==> src/shared/fpd_pkg.sv <==
// Constants and state carrier for the flash erase and deep power-down sequencer.
package fpd_pkg;

  // Opcodes.
  localparam logic [7:0] FPD_OP_BLOCK_ERASE  = 8'hD8;
  localparam logic [7:0] FPD_OP_ARRAY_ERASE  = 8'hC7;
  localparam logic [7:0] FPD_OP_ARRAY_ERASE2 = 8'h60;
  localparam logic [7:0] FPD_OP_DEEP_SLEEP   = 8'hB9;
  localparam logic [7:0] FPD_OP_WAKE_AND_ID  = 8'hAB;
  localparam logic [7:0] FPD_OP_WRITE_ENABLE = 8'h06;

  // Frame lengths in serial clocks and the ceiling of the bit counter.
  localparam logic [5:0] FPD_OPCODE_BITS = 6'h08;
  localparam logic [5:0] FPD_ADDR_FRAME  = 6'h20;
  localparam logic [5:0] FPD_CNT_MAX     = 6'h3F;

  // Block index field of the address and the block count.
  localparam int         FPD_BLK_LSB   = 16;
  localparam int         FPD_BLK_W     = 4;
  localparam logic [7:0] FPD_NUM_BLOCKS = 8'h10;

  // Value that every erased byte reads back as.
  localparam logic [7:0] FPD_ERASED_BYTE = 8'hFF;

  localparam int FPD_CLK_PERIOD_NS = 5;

  typedef enum logic [1:0] {
    FPD_IDLE,
    FPD_ERASE,
    FPD_SLEEP_WAIT,
    FPD_WAKE_WAIT
  } fpd_phase_t;

  typedef struct packed {
    logic [1:0]           csSync;
    logic [1:0]           ckSync;
    logic [1:0]           diSync;
    logic                 csPrev;
    logic                 ckPrev;
    logic [7:0]           shift;
    logic [5:0]           bitCnt;
    logic [7:0]           opcode;
    logic [23:0]          addr;
    fpd_phase_t           phase;
    logic [31:0]          timer;
    logic                 write_enable_latch;
    logic                 sleep;
    logic [7:0]           idReg;
    logic                 serialOut;
    logic                 serialOutEn;
    logic                 eraseStart;
    logic                 eraseAll;
    logic [FPD_BLK_W-1:0] eraseBlock;
    logic                 write_in_progress_flag;
    logic                 standby;
  } fpd_state_t;

  localparam fpd_state_t FPD_ST_RESET = fpd_state_t'(0);

endpackage : fpd_pkg

==> src/rtl/fpd_ctrl.sv <==
// Erase, deep power-down and wake/identifier command sequencer of a serial flash.
`timescale 1ns/1ps

module fpd_ctrl #(
  parameter int             BLOCK_ERASE_NS = 1000000,
  parameter int             ARRAY_ERASE_NS = 4000000,
  parameter int             SLEEP_ENTRY_NS = 3000,
  parameter int             WAKE_NS        = 3000,
  parameter int             WAKE_ID_NS     = 2000,
  parameter logic [7:0]     DEVICE_ID      = 8'h5A  // Arbitrary value.
) (
  // Clock and reset.
  input  wire logic         clock,
  input  wire logic         rst_n,
  // Serial pins.
  input  wire logic         csN,
  input  wire logic         serialClk,
  input  wire logic         serialIn,
  output logic              serialOut,
  output logic              serialOutEn,
  // Protection and shared busy.
  input  wire logic [2:0]   blockProtect,
  input  wire logic         otherBusy,
  // Array erase requests.
  output logic              eraseStart,
  output logic              eraseAll,
  output logic [3:0]        eraseBlock,
  // Status.
  output logic              writeInProgressFlag,
  output logic              writeEnableLatch,
  output logic              deepSleep,
  output logic              standby
);

  // Erase times round up; worst-case delays round down, at least one cycle.
  localparam logic [31:0] BLOCK_CYC = 32'((BLOCK_ERASE_NS + fpd_pkg::FPD_CLK_PERIOD_NS - 1)
                                         / fpd_pkg::FPD_CLK_PERIOD_NS);
  localparam logic [31:0] ARRAY_CYC = 32'((ARRAY_ERASE_NS + fpd_pkg::FPD_CLK_PERIOD_NS - 1)
                                         / fpd_pkg::FPD_CLK_PERIOD_NS);
  localparam int          SLEEP_RAW = SLEEP_ENTRY_NS / fpd_pkg::FPD_CLK_PERIOD_NS;
  localparam int          WAKE_RAW  = WAKE_NS / fpd_pkg::FPD_CLK_PERIOD_NS;
  localparam int          WID_RAW   = WAKE_ID_NS / fpd_pkg::FPD_CLK_PERIOD_NS;
  localparam logic [31:0] SLEEP_CYC = 32'((SLEEP_RAW < 1) ? 1 : SLEEP_RAW);
  localparam logic [31:0] WAKE_CYC  = 32'((WAKE_RAW < 1) ? 1 : WAKE_RAW);
  localparam logic [31:0] WID_CYC   = 32'((WID_RAW < 1) ? 1 : WID_RAW);

  fpd_pkg::fpd_state_t st_r;
  fpd_pkg::fpd_state_t st_nxt;

  logic                          cs;
  logic                          ck;
  logic                          di;
  logic                          ckRise;
  logic                          ckFall;
  logic                          csFall;
  logic                          csRise;
  logic                          idPhase;
  logic                          blkProt;
  logic [fpd_pkg::FPD_BLK_W-1:0] blk;

  // Only the second stage of each synchroniser is read.
  assign cs     = st_r.csSync[1];
  assign ck     = st_r.ckSync[1];
  assign di     = st_r.diSync[1];
  assign ckRise = ck & ~st_r.ckPrev;
  assign ckFall = ~ck & st_r.ckPrev;
  assign csFall = ~cs & st_r.csPrev;
  assign csRise = cs & ~st_r.csPrev;
  assign blk    = st_r.addr[fpd_pkg::FPD_BLK_LSB +: fpd_pkg::FPD_BLK_W];

  // Protection grows from the top block downward: a field of n guards 2**(n-1) blocks, all 16 once n is 5 or more.
  always_comb begin
    logic [7:0] span;
    span = 8'h00;
    if (blockProtect != 3'h0) begin
      span = 8'h01 << (blockProtect - 3'h1);
    end
    blkProt = (blockProtect != 3'h0) &&
              ((8'(blk) + span) >= fpd_pkg::FPD_NUM_BLOCKS);
  end

  // Readout is only offered when no cycle of any kind is running.
  assign idPhase = (st_r.bitCnt >= fpd_pkg::FPD_ADDR_FRAME) &&
                   (st_r.opcode == fpd_pkg::FPD_OP_WAKE_AND_ID) &&
                   (st_r.phase == fpd_pkg::FPD_IDLE) && !otherBusy;

  always_comb begin
    st_nxt            = st_r;
    st_nxt.csSync     = {st_r.csSync[0], csN};
    st_nxt.ckSync     = {st_r.ckSync[0], serialClk};
    st_nxt.diSync     = {st_r.diSync[0], serialIn};
    st_nxt.csPrev     = cs;
    st_nxt.ckPrev     = ck;
    st_nxt.eraseStart = 1'b0;

    if (st_r.phase != fpd_pkg::FPD_IDLE) begin
      if (st_r.timer <= 32'h1) begin
        case (st_r.phase)
          fpd_pkg::FPD_SLEEP_WAIT: st_nxt.sleep = 1'b1;
          fpd_pkg::FPD_WAKE_WAIT:  st_nxt.sleep = 1'b0;
          default: ;
        endcase
        st_nxt.phase = fpd_pkg::FPD_IDLE;
        st_nxt.timer = 32'h0;
      end else begin
        st_nxt.timer = st_r.timer - 32'h1;
      end
    end

    if (csFall) begin
      st_nxt.bitCnt      = 6'h00;
      st_nxt.serialOutEn = 1'b0;
    end else if (!cs) begin
      if (ckRise) begin
        st_nxt.shift = {st_r.shift[6:0], di};
        if (st_r.bitCnt != fpd_pkg::FPD_CNT_MAX) begin
          st_nxt.bitCnt = st_r.bitCnt + 6'h01;
        end
        if (st_r.bitCnt == fpd_pkg::FPD_OPCODE_BITS - 6'h01) begin
          st_nxt.opcode = {st_r.shift[6:0], di};
        end else if (st_r.bitCnt < fpd_pkg::FPD_ADDR_FRAME) begin
          st_nxt.addr = {st_r.addr[22:0], di};
        end
        if (st_r.bitCnt == fpd_pkg::FPD_ADDR_FRAME - 6'h01) begin
          st_nxt.idReg = DEVICE_ID;
        end
      end
      if (ckFall && idPhase) begin
        st_nxt.serialOut   = st_r.idReg[7];
        st_nxt.serialOutEn = 1'b1;
        st_nxt.idReg       = {st_r.idReg[6:0], st_r.idReg[7]};
      end
    end else if (csRise) begin
      st_nxt.serialOutEn = 1'b0;
      // Frames arriving while any timed cycle runs are dropped whole.
      if (st_r.phase == fpd_pkg::FPD_IDLE && !otherBusy) begin
        if (st_r.sleep) begin
          if (st_r.opcode == fpd_pkg::FPD_OP_WAKE_AND_ID &&
              st_r.bitCnt >= fpd_pkg::FPD_OPCODE_BITS) begin
            st_nxt.phase = fpd_pkg::FPD_WAKE_WAIT;
            st_nxt.timer = (st_r.bitCnt == fpd_pkg::FPD_OPCODE_BITS) ? WAKE_CYC : WID_CYC;
          end
        end else begin
          case (st_r.opcode)
            fpd_pkg::FPD_OP_WRITE_ENABLE: begin
              if (st_r.bitCnt == fpd_pkg::FPD_OPCODE_BITS) begin
                st_nxt.write_enable_latch = 1'b1;
              end
            end
            fpd_pkg::FPD_OP_BLOCK_ERASE: begin
              if (st_r.bitCnt == fpd_pkg::FPD_ADDR_FRAME && st_r.write_enable_latch && !blkProt) begin
                st_nxt.phase      = fpd_pkg::FPD_ERASE;
                st_nxt.timer      = BLOCK_CYC;
                st_nxt.write_enable_latch        = 1'b0;
                st_nxt.eraseStart = 1'b1;
                st_nxt.eraseAll   = 1'b0;
                st_nxt.eraseBlock = blk;
              end
            end
            fpd_pkg::FPD_OP_ARRAY_ERASE,
            fpd_pkg::FPD_OP_ARRAY_ERASE2: begin
              if (st_r.bitCnt == fpd_pkg::FPD_OPCODE_BITS && st_r.write_enable_latch &&
                  blockProtect == 3'h0) begin
                st_nxt.phase      = fpd_pkg::FPD_ERASE;
                st_nxt.timer      = ARRAY_CYC;
                st_nxt.write_enable_latch        = 1'b0;
                st_nxt.eraseStart = 1'b1;
                st_nxt.eraseAll   = 1'b1;
              end
            end
            fpd_pkg::FPD_OP_DEEP_SLEEP: begin
              if (st_r.bitCnt == fpd_pkg::FPD_OPCODE_BITS) begin
                st_nxt.phase = fpd_pkg::FPD_SLEEP_WAIT;
                st_nxt.timer = SLEEP_CYC;
              end
            end
            default: ;
          endcase
        end
      end
    end

    st_nxt.write_in_progress_flag     = (st_nxt.phase == fpd_pkg::FPD_ERASE) || otherBusy;
    // A cycle run from elsewhere keeps the device out of standby as well.
    st_nxt.standby = cs && (st_nxt.phase == fpd_pkg::FPD_IDLE) && !st_nxt.sleep && !otherBusy;
  end

  // Sleep is never remembered across reset, which stands in for power-up.
  always_ff @(posedge clock) begin
    if (!rst_n) begin
      st_r <= fpd_pkg::FPD_ST_RESET;
    end else begin
      st_r <= st_nxt;
    end
  end

  assign serialOut           = st_r.serialOut;
  assign serialOutEn         = st_r.serialOutEn;
  assign eraseStart          = st_r.eraseStart;
  assign eraseAll            = st_r.eraseAll;
  assign eraseBlock          = st_r.eraseBlock;
  assign writeInProgressFlag = st_r.write_in_progress_flag;
  assign writeEnableLatch    = st_r.write_enable_latch;
  assign deepSleep           = st_r.sleep;
  assign standby             = st_r.standby;
endmodule : fpd_ctrl

==> config.mk <==
export PLATFORM = sky130hd
export DESIGN_NAME = fpd_ctrl
export DESIGN_NICKNAME = d
export VERILOG_FILES = /design/src/shared/fpd_pkg.sv /design/src/rtl/fpd_ctrl.sv
export SDC_FILE = /design/constraint.sdc
export NUM_CORES = 1
export LEC_CHECK = 0
export BUFFER_PORTS_ARGS = -buffer_cell sky130_fd_sc_hd__buf_2
export CORE_MARGIN = 2
export CORE_UTILIZATION = 50
export DETAILED_ROUTE_END_ITERATION = 8
export HOLD_SLACK_MARGIN = 0.12
export PLACE_DENSITY = 0.68
export SKIP_CTS_REPAIR_TIMING = 1
export SLEW_MARGIN = 20
export SYNTH_ARGS = -nofsm -noshare
export SYNTH_HDL_FRONTEND = slang
export SYNTH_SLANG_ARGS = --single-unit
==> constraint.sdc <==
create_clock -name clock -period 3.2 [get_ports clock]
set_input_delay 0.8 -clock clock [delete_from_list [all_inputs] [get_ports clock]]
set_output_delay 0.8 -clock clock [all_outputs]
set_load 0.1 [all_outputs]
==> summary.log, run 1 <==
INFO  clock_network  cts_buf_count=9
INFO  placement      buffer_ports.inserted=20
INFO  global_route   grt.total_usage=21.3%
INFO  clock_network  ctsLongestPathBuffers=2
INFO  drt            detail_route.wirelength=10200um
INFO  setup_path     launching_point_of_the_worst_reg2reg_path=st_r[40]
INFO  logic_synthesis synth_area_leader_cell=dfxtp_1
INFO  min_path       hold_path.class=reg -> reg
INFO  drt            detail_route.first_pass.iterations=4
INFO  setup_path     worst-r2r-setup-slack=520ps
INFO  setup_path     critical_path.endpoint_type=register
INFO  drt            wire_per_inst=14.8um
INFO  logic_synthesis post_synthesis_share_of_cell_area_spent_on_full_adders_half_adders_and_majority_gates=2.54%
INFO  outcome        outcome=finished clean
INFO  placement      detailed_place_hpwl=7210um
INFO  logic_synthesis synth-xor-area-share=6.86%
INFO  finish         postLayoutCoreUtil=55.6%
INFO  logic_synthesis synth-edff-count=0
INFO  logic_synthesis synth_simple_gate_area_share=27.4%
INFO  timing         timing_hold_violations_final=0
INFO  pwr            max-vdd-ir-drop=0.279mV
INFO  drt            route.vias.total=3884
INFO  logic_synthesis synth_sequential_area_ratio=43.7%
INFO  logic_synthesis netlist_instances=560
INFO  timing         fin_skew=8.31ps
INFO  finish         layout-drive-gt1-share=11.1%
INFO  run            cap_viol_max_count=0
INFO  setup_path     start_kind=input port
INFO  timing         timing.final.max_slew_violations=0
INFO  placement      gpl.final_weighted_congestion=0.870
INFO  finish         num-nets-final=590
INFO  setup_path     worst-endpoint-arrival=3140ps
INFO  setup_path     worst_path_max_fanout=17
INFO  setup_path     worstSetupStartpoint=blockProtect[0]
INFO  setup_path     worst-r2r-cell-count=7
INFO  logic_synthesis ys_async_sr_fraction=0%
INFO  logic_synthesis synthesis.area=4720um2
INFO  logic_synthesis yosysMostFrequentCell=dfxtp_1
INFO  logic_synthesis ys_ff_latch=103
INFO  logic_synthesis syn_area_per_cell=8.43um2
INFO  global_route   number_of_antenna_violations_at_the_first_check_in_global_routing=0
INFO  logic_synthesis syn_nets=578
INFO  drt            avgViaCountPerCell=5.65
INFO  timing         grt_setup_unrepaired=no
INFO  global_route   number_of_global_route_vias_before_repair=3790
INFO  clock_network  cts.sinks=103
INFO  finish         syn_to_final_growth=8.38%
INFO  logic_synthesis netlist.area_leader.share=43.7%
INFO  die            initial_utilization=51.3%
INFO  setup_path     setup.worst_path.end=st_r[46]
INFO  drt            drcViolationCount=0
INFO  pwr            pwr_density_cell=417nW/um2
INFO  die            die_w=101um
INFO  timing         fmaxAchievable=349MHz
INFO  finish         fin_cells=688
INFO  clock_network  tritoncts_clock_tree=done
INFO  drt            final_antenna_net_count=0
INFO  global_route   grt_overflow=0
INFO  clock_network  htreeDepth=3
INFO  die            design.die.area=10200um2
INFO  clock_network  clock_latency=380ps
INFO  timing         setup_ws=332ps
INFO  timing         final.min_clock_period=2870ps
INFO  logic_synthesis yosys_warnings=0
INFO  logic_synthesis synthFlopType=dfxtp_1
INFO  placement      place_inst=672
INFO  timing         setup_viol_count_final=0
INFO  timing         timing.slew.headroom=53.7%
INFO  timing         timing.final.crit_share=89.6%
INFO  finish         antenna-diode-count=0
INFO  logic_synthesis synthMuxAreaShare=2.97%
INFO  logic_synthesis synth.top_cells.by_count=103 x dfxtp_1, 75 x nand2_1, 75 x nor2_1, 42 x a21oi_1, 31 x nor3_1
INFO  die            coreArea=9200um2
INFO  die            floorplan.rows=35
INFO  global_route   global_route_wire_length_before_repair=17500um
INFO  setup_path     startpoint_to_endpoint_class_of_the_critical_path=in -> reg
INFO  logic_synthesis synth.top_cells.by_area=dfxtp_1 44%, nand2_1 6.0%, nor2_1 6.0%
INFO  placement      place_worst_setup_slack=-54.9ps
INFO  setup_path     data_required_time_of_the_worst_path=3470ps
INFO  logic_synthesis largest_family_of_logic_cells_by_synthesized_area=simple AND/OR/NAND/NOR gates
INFO  timing         tightest_slew=688ps
INFO  logic_synthesis synth_compound_area_share=12.5%
INFO  clock_network  ctsRootBufferMaster=clkbuf_8
INFO  die            dieHeight=101um
INFO  clock_network  worst_setup_hold_path_clk_slew=90ps
INFO  die            io_pins=21
INFO  global_route   grt_max_degree=55
INFO  pwr            leakagePower=1.93nW
INFO  logic_synthesis synth_cell_types=62
INFO  drt            detailedRoute.firstIterationViolations=150
INFO  setup_path     r2r_end=st_r[46]
==> cell type report <==
| class | instances | area, um2 |
|---|---|---|
| Fill cell | 873 | 4080 |
| Clock buffer | 9 | 124 |
| Inverter | 14 | 52.6 |
| Clock inverter | 7 | 57.6 |
| Timing Repair Buffer | 31 | 195 |
| Tap cell | 111 | 139 |
| Multi-Input combinational cell | 413 | 2490 |
| Sequential cell | 103 | 2060 |
==> metal layers <==
metal / routed length, um / vias to the layer above / GRT usage [%]
li1: - / 1956 / -
met1: 4560 / 1836 / 25.8
met2: 5040 / 75 / 37.4
met3: 389 / 17 / 4.69
met4: 161 / 0 / 7.17
met5: 0 / - / 0
==> state kept, by name, indices dropped and copies added, names as in the netlist <==
name and count:
deepSleep 1, blk 4, eraseAll 1, cs 1, eraseStart 1, writeInProgressFlag 1
st_r 81, serialOutEn 1, st_nxt 3, eraseBlock 4, standby 1, di 1
ck 1, writeEnableLatch 1, serialOut 1
==> where the power goes <==
group	switching, W	internal [W]
registers	0.00000472	0.00129
clock network	0.000468	0.000290
logic	0.0000563	0.0000251
total	0.000529	0.00160
==> placed cells by master, fill, tap and decap left out, types with 2 or more instances in the layout <==
cell type / instances
nor2_1: 75
nand2_1: 75
dfxtp_1: 103
o21ai_1: 2
nand3b_1: 5
and2_1: 10
o2111ai_1: 3
or2_2: 4
nor4_1: 14
clkinvlp_4: 2
buf_4: 10
buf_2: 20
nand4_1: 5
ha_1: 8
nor3_1: 31
a22oi_1: 5
nand2b_1: 2
and3b_1: 2
clkinv_4: 3
clkbuf_8: 9
or4b_1: 2
xnor2_1: 23
or4_1: 4
or3_1: 9
nor3b_1: 2
mux2i_1: 14
a211oi_1: 3
nand3_1: 10
xor2_1: 14
and4b_1: 3
o32ai_1: 2
o31ai_1: 5
o21ai_0: 11
inv_1: 13
a21oi_1: 42
==> per-stage QoR <==
stage,power [W],hold WS (ps),TNS [ps],area (um2)
finish,0.00213,446,0,5120
detailed placement,0.00140,420,-821,4930
CTS,0.00215,450,0,5120
global route,0.00221,462,0,5120
global placement,0.00140,416,0,4930
floorplan,0.00137,412,0,4720
==> worst min path at each step <==
| stage | endpoint | depth (start not counted) | from | slack [ps] |
|---|---|---|---|---|
| final | di | 1 | st_nxt[103] | 450 |
| after global routing | cs | 1 | st_nxt[107] | 460 |
| after CTS | cs | 1 | st_nxt[107] | 450 |
| after detailed placement | ck | 1 | st_nxt[105] | 420 |
| after global placement | cs | 1 | st_nxt[107] | 420 |
| after floorplan | ck | 1 | st_nxt[105] | 410 |
==> critical path: stages <==
cell and delay, ps:
buf_2 130, nor3b_1 140, ha_1 200, fa_1 390, a211oi_1 280, o21ai_0 230
a311oi_4 420, a211oi_1 150, o21bai_4 190, buf_12 160, nor2_1 60
==> cells by family after synthesis <==
family | count (synthesis)
flops | 103
fa+ha+maj | 9
buf+inv | 44
xor+xnor | 37
simple gates | 264
mux | 14
compound gates | 89
No activity file was read; power rests on OpenSTA's default activity.
==> run 2: changes to the inputs <==
--- a/config.mk
+++ b/config.mk
@@ -5,6 +5,7 @@
 export SDC_FILE = /design/constraint.sdc
 export NUM_CORES = 1
 export LEC_CHECK = 0
+export ABC_AREA = 1
 export BUFFER_PORTS_ARGS = -buffer_cell sky130_fd_sc_hd__buf_2
 export CORE_MARGIN = 2
 export CORE_UTILIZATION = 50
==> summary.log, run 2 <==
INFO  timing         fin_skew=13.4ps
INFO  logic_synthesis synthesis.area=5280um2
INFO  drt            route.vias.total=4713
INFO  die            dieHeight=107um
INFO  pwr            clock_power_share=37.1%
INFO  logic_synthesis yosys_warnings=0
INFO  pwr            leakagePower=2.65nW
INFO  global_route   grt.total_usage=20.8%
INFO  global_route   grt_max_degree=34
INFO  drt            detailedRoute.firstIterationViolations=222
INFO  clock_network  worst_setup_hold_path_clk_slew=90ps
INFO  global_route   grt_overflow=0
INFO  finish         antenna-diode-count=0
INFO  logic_synthesis synthFlopType=dfxtp_1
INFO  clock_network  cts_buf_count=9
INFO  finish         flip_flop_count_of_the_largest_register_after_layout=81
INFO  die            floorplan.rows=37
INFO  clock_network  cts.sinks=103
INFO  logic_synthesis syn_area_per_cell=6.86um2
INFO  pwr            totalPowerFinal=0.00230W
INFO  setup_path     critical_path.endpoint_type=register
INFO  global_route   number_of_global_route_vias_before_repair=4393
INFO  timing         fmaxAchievable=398MHz
INFO  die            design.die.area=11400um2
INFO  drt            wire_per_inst=12.0um
INFO  clock_network  ctsLongestPathBuffers=2
INFO  outcome        outcome=finished clean
INFO  timing         final.min_clock_period=2510ps
INFO  placement      buffer_ports.inserted=20
INFO  timing         timing_hold_violations_final=0
INFO  logic_synthesis ys_async_sr_fraction=0%
INFO  min_path       hold_path.class=reg -> reg
INFO  logic_synthesis ys_ff_latch=103
INFO  pwr            max-vdd-ir-drop=0.386mV
INFO  logic_synthesis netlist.area_leader.share=39.1%
INFO  logic_synthesis synth_area_leader_cell=dfxtp_1
INFO  logic_synthesis synth_cell_types=40
INFO  finish         num-nets-final=802
INFO  timing         setup_ws=686ps
INFO  logic_synthesis synth.top_cells.by_area=dfxtp_1 39%, nand2_1 11%, nor2_1 9.8%
INFO  drt            detail_route.first_pass.iterations=6
INFO  logic_synthesis synth.top_cells.by_count=151 x nand2_1, 138 x nor2_1, 103 x dfxtp_1, 95 x inv_1, 46 x nand3_1
INFO  die            coreArea=10300um2
INFO  die            io_pins=21
INFO  pwr            cell_internal_pwr=0.00173W
INFO  timing         setup_viol_count_final=0
INFO  setup_path     worst-endpoint-arrival=2780ps
INFO  timing         tightest_slew=594ps
INFO  drt            final_antenna_net_count=0
INFO  logic_synthesis synth-edff-count=0
INFO  pwr            p_switching=0.000565W
INFO  pwr            sequentialPowerShare=57.2%
INFO  placement      gpl.final_weighted_congestion=0.903
INFO  setup_path     startpoint_to_endpoint_class_of_the_critical_path=in -> reg
INFO  timing         timing.slew.headroom=60.3%
INFO  clock_network  tritoncts_clock_tree=done
INFO  logic_synthesis netlist_instances=769
INFO  die            die_w=107um
INFO  logic_synthesis syn_nets=787
INFO  setup_path     data_required_time_of_the_worst_path=3470ps
INFO  placement      place_worst_setup_slack=272ps
INFO  finish         layout.cells.most_common=nand2_1
INFO  setup_path     start_kind=input port
INFO  finish         largest_register=st_r
INFO  pwr            comb_power_share=5.7%
INFO  run            cap_viol_max_count=0
INFO  die            initial_utilization=51.3%
INFO  global_route   global_route_wire_length_before_repair=19300um
INFO  finish         postLayoutCoreUtil=55.1%
INFO  logic_synthesis yosysMostFrequentCell=nand2_1
INFO  global_route   number_of_antenna_violations_at_the_first_check_in_global_routing=0
INFO  clock_network  htreeDepth=3
INFO  timing         timing.final.crit_share=78.6%
INFO  finish         final_cell_mix=151 x nand2_1, 138 x nor2_1, 103 x dfxtp_1
INFO  setup_path     worst_path_max_fanout=17
INFO  timing         timing.final.max_slew_violations=0
INFO  placement      detailed_place_hpwl=8460um
INFO  logic_synthesis synth_sequential_area_ratio=39.1%
INFO  pwr            pwr_density_cell=405nW/um2
INFO  drt            drcViolationCount=0
INFO  timing         timing.setup.tns=0ps
INFO  clock_network  clock_latency=390ps
INFO  clock_network  ctsRootBufferMaster=clkbuf_8
INFO  finish         layout-drive-gt1-share=9.51%
INFO  drt            avgViaCountPerCell=5.10
INFO  finish         syn_to_final_growth=7.45%
INFO  pwr            switching_share=24.6%
INFO  drt            detail_route.wirelength=11100um
INFO  timing         grt_setup_unrepaired=no
==> run 2: worst max-delay path: stages <==
cell     delay (ps)
buf_2           120
inv_1            60
nand2_1          50
nor2_1           40
ha_1            200
fa_1            370
nand2_1          70
nand2_1          60
nand3_1          80
nand2_1          60
inv_1            50
nand2_1          50
nand2_2          90
nand2_1          70
nand2_2         120
nand3_2          90
nand2_2          80
nand2_2          60
nand2_4         180
nor2_1           70
==> run 2: path summary, 6_finish.rpt <==
check	startpoint	to	slack, ps	depth (start not counted)
setup / recovery	blockProtect[1]	st_r[47]	690	20
hold / removal	st_nxt[103]	di	420	2
hold reg to reg	st_nxt[103]	di	420	2
setup reg to reg	st_r[37]	st_r[47]	900	10
==> run 2: routing by layer <==
layer	GRT usage, %	wire (um)	vias to the layer above
li1	-	-	2472
met1	24.1	5030	2123
met2	36.5	5370	92
met3	6.14	473	26
met4	7.33	231	0
met5	0	0	-
==> run 2: kinds of logic after synthesis <==
family / synth area share, %
xor gates and xnor gates: 4.65
DFF: 39.1
adders and majority gates: 2.28
AOI/OAI and AO/OA: 9.63
buffers and inverters: 8.99
and+or+nand+nor: 35.4
==> run 2: metrics by stage <==
stage	area [um2]	hold slack [ps]	instances
2_1_floorplan	5280	390	769
3_3_place_gp	5470	393	909
3_5_place_dp	5470	406	909
4_1_cts	5670	430	925
5_1_grt	5670	462	925
6_report	5670	422	925
==> run 2: final cells by class <==
| type | instances | area (um2) |
|---|---|---|
| Clock buffer | 11 | 141 |
| Clock inverter | 5 | 61.3 |
| Fill cell | 1009 | 4610 |
| Inverter | 99 | 372 |
| Multi-Input combinational cell | 548 | 2740 |
| Sequential cell | 103 | 2060 |
| Tap cell | 136 | 170 |
| Timing Repair Buffer | 23 | 123 |
==> run 2: power by group through the flow <==
stage	Combinational (W)	Sequential, W	Clock, W
after floorplan	0.0000950	0.00135	0
after global placement	0.000129	0.00134	0
after detailed placement	0.000132	0.00134	0
after CTS	0.000132	0.00131	0.000878
after global routing	0.000152	0.00132	0.000925
final	0.000132	0.00131	0.000851
==> run 3: changes to the inputs <==
==> constraint.sdc (replaced) <==
create_clock -name clock -period 2.59 [get_ports clock]
set_input_delay 0.6475 -clock clock [delete_from_list [all_inputs] [get_ports clock]]
set_output_delay 0.6475 -clock clock [all_outputs]
set_load 0.1 [all_outputs]
==> summary.log, run 3 (synthesized netlist as in run 2, its figures left out) <==
INFO  clock_network  cts_buf_count=9
INFO  timing         timing.setup.tns=0ps
INFO  finish         largest_register=st_r
INFO  die            initial_utilization=51.3%
INFO  drt            detailedRoute.firstIterationViolations=238
INFO  finish         postLayoutCoreUtil=55.7%
INFO  timing         tightest_slew=638ps
INFO  timing         timing_hold_violations_final=0
INFO  placement      place_inst=918
INFO  drt            route.vias.total=4718
INFO  clock_network  worst_setup_hold_path_clk_slew=100ps
INFO  min_path       hold_path.class=in -> reg
INFO  finish         antenna-diode-count=0
INFO  finish         layout-drive-gt1-share=10.7%
INFO  die            dieHeight=107um
INFO  global_route   grt_max_degree=30
INFO  outcome        outcome=finished clean
INFO  setup_path     worstSetupStartpoint=blockProtect[1]
INFO  timing         grt_setup_unrepaired=no
INFO  clock_network  ctsLongestPathBuffers=2
INFO  finish         final_cell_mix=151 x nand2_1, 138 x nor2_1, 103 x dfxtp_1
INFO  pwr            pwr_density_cell=485nW/um2
INFO  setup_path     data_required_time_of_the_worst_path=2870ps
INFO  finish         syn_to_final_growth=8.44%
INFO  timing         final.min_clock_period=2260ps
INFO  drt            detail_route.first_pass.iterations=4
INFO  placement      gpl.final_weighted_congestion=0.922
INFO  clock_network  htreeDepth=3
INFO  clock_network  clock_latency=400ps
INFO  pwr            cell_internal_pwr=0.00205W
INFO  timing         setup_viol_count_final=0
INFO  setup_path     critical_path.endpoint_type=register
INFO  min_path       min-delay-start=serialIn
INFO  clock_network  tritoncts_clock_tree=done
INFO  die            floorplan.rows=37
INFO  timing         fin_skew=10.8ps
INFO  timing         fmaxAchievable=442MHz
INFO  placement      detailed_place_hpwl=8630um
INFO  drt            drcViolationCount=0
INFO  pwr            leakagePower=2.68nW
INFO  setup_path     worst-endpoint-arrival=2550ps
INFO  setup_path     startpoint_to_endpoint_class_of_the_critical_path=in -> reg
INFO  finish         fin_cells=934
INFO  global_route   number_of_global_route_vias_before_repair=4418
INFO  pwr            totalPowerFinal=0.00277W
INFO  timing         timing.final.max_slew_violations=0
INFO  clock_network  ctsRootBufferMaster=clkbuf_8
INFO  drt            detail_route.wirelength=11300um
INFO  placement      buffer_ports.inserted=20
INFO  pwr            p_switching=0.000723W
INFO  global_route   grt_overflow=0
INFO  finish         flip_flop_count_of_the_largest_register_after_layout=81
INFO  setup_path     start_kind=input port
INFO  pwr            comb_power_share=6.1%
INFO  drt            avgViaCountPerCell=5.05
INFO  global_route   global_route_wire_length_before_repair=19600um
INFO  drt            final_antenna_net_count=0
INFO  die            design.die.area=11400um2
INFO  timing         timing.final.crit_share=87.4%
INFO  pwr            max-vdd-ir-drop=0.412mV
INFO  pwr            sequentialPowerShare=58.5%
INFO  setup_path     launching_point_of_the_worst_reg2reg_path=blk[0]
INFO  global_route   grt.total_usage=21.4%
INFO  finish         layout.cells.most_common=nand2_1
INFO  finish         num-nets-final=811
INFO  setup_path     worst_path_max_fanout=17
INFO  pwr            clock_power_share=35.4%
INFO  pwr            switching_share=26.1%
INFO  run            cap_viol_max_count=0
INFO  die            io_pins=21
INFO  global_route   number_of_antenna_violations_at_the_first_check_in_global_routing=0
INFO  die            coreArea=10300um2
INFO  die            die_w=107um
INFO  timing         timing.slew.headroom=57.4%
INFO  drt            wire_per_inst=12.1um
INFO  clock_network  cts.sinks=103
## run 3: layout make-up
| cell class | count | area (um2) |
|---|---|---|
| clock buffers | 10 | 138 |
| clock inverters | 6 | 50.0 |
| fillers | 1020 | 4560 |
| inverters | 99 | 372 |
| multi-input cells | 548 | 2740 |
| flip-flops and latches | 103 | 2060 |
| well taps | 136 | 170 |
| repair buffers | 32 | 190 |
## run 3: power by group through the flow
stage | registers, W | clock network, W | logic (W)
after floorplan | 0.00166 | 0 | 0.000117
after detailed placement | 0.00166 | 0 | 0.000169
final | 0.00162 | 0.000982 | 0.000170
after CTS | 0.00162 | 0.00102 | 0.000170
after global routing | 0.00163 | 0.00106 | 0.000194
after global placement | 0.00166 | 0 | 0.000166
## run 3: routing by layer
| layer | vias to the layer above | track usage (%) | share of wire (%) |
|---|---|---|---|
| li1 | 2490 | - | - |
| met1 | 2141 | 26.1 | 45 |
| met2 | 68 | 35.8 | 48 |
| met3 | 19 | 5.29 | 4.4 |
| met4 | 0 | 9.74 | 2.0 |
| met5 | - | 0 | 0 |
## run 3: worst paths after layout
| check | to | slack (ps) | cells past startpoint |
|---|---|---|---|
| max reg2reg | st_r[47] | 430 | 16 |
| min reg2reg | cs | 420 | 2 |
| max | st_r[47] | 330 | 20 |
| min | st_nxt[103] | 420 | 3 |
## run 3: metrics by stage
stage | hold WS [ps] | setup WS, ps | area [um2]
after global routing | 424 | 91.0 | 5720
after floorplan | 390 | 142 | 5280
after detailed placement | 404 | -83.5 | 5530
final | 421 | 327 | 5720
after global placement | 394 | 17.1 | 5530
after CTS | 402 | 344 | 5720
## run 3: worst max-delay path, cell delays in order
cell     delay, ps
buf_2           90
inv_1           60
nand2_1         50
nor2_1          40
ha_1           200
fa_1           360
nand2_1         60
nand2_1         60
nand3_1         80
nand2_1         50
inv_1           50
nand2_1         60
nand2_2         80
nand2_1         60
nand2_2        120
nand3_2         90
nand2_2         80
nand2_2         60
nand2_4        170
nor2_1          70
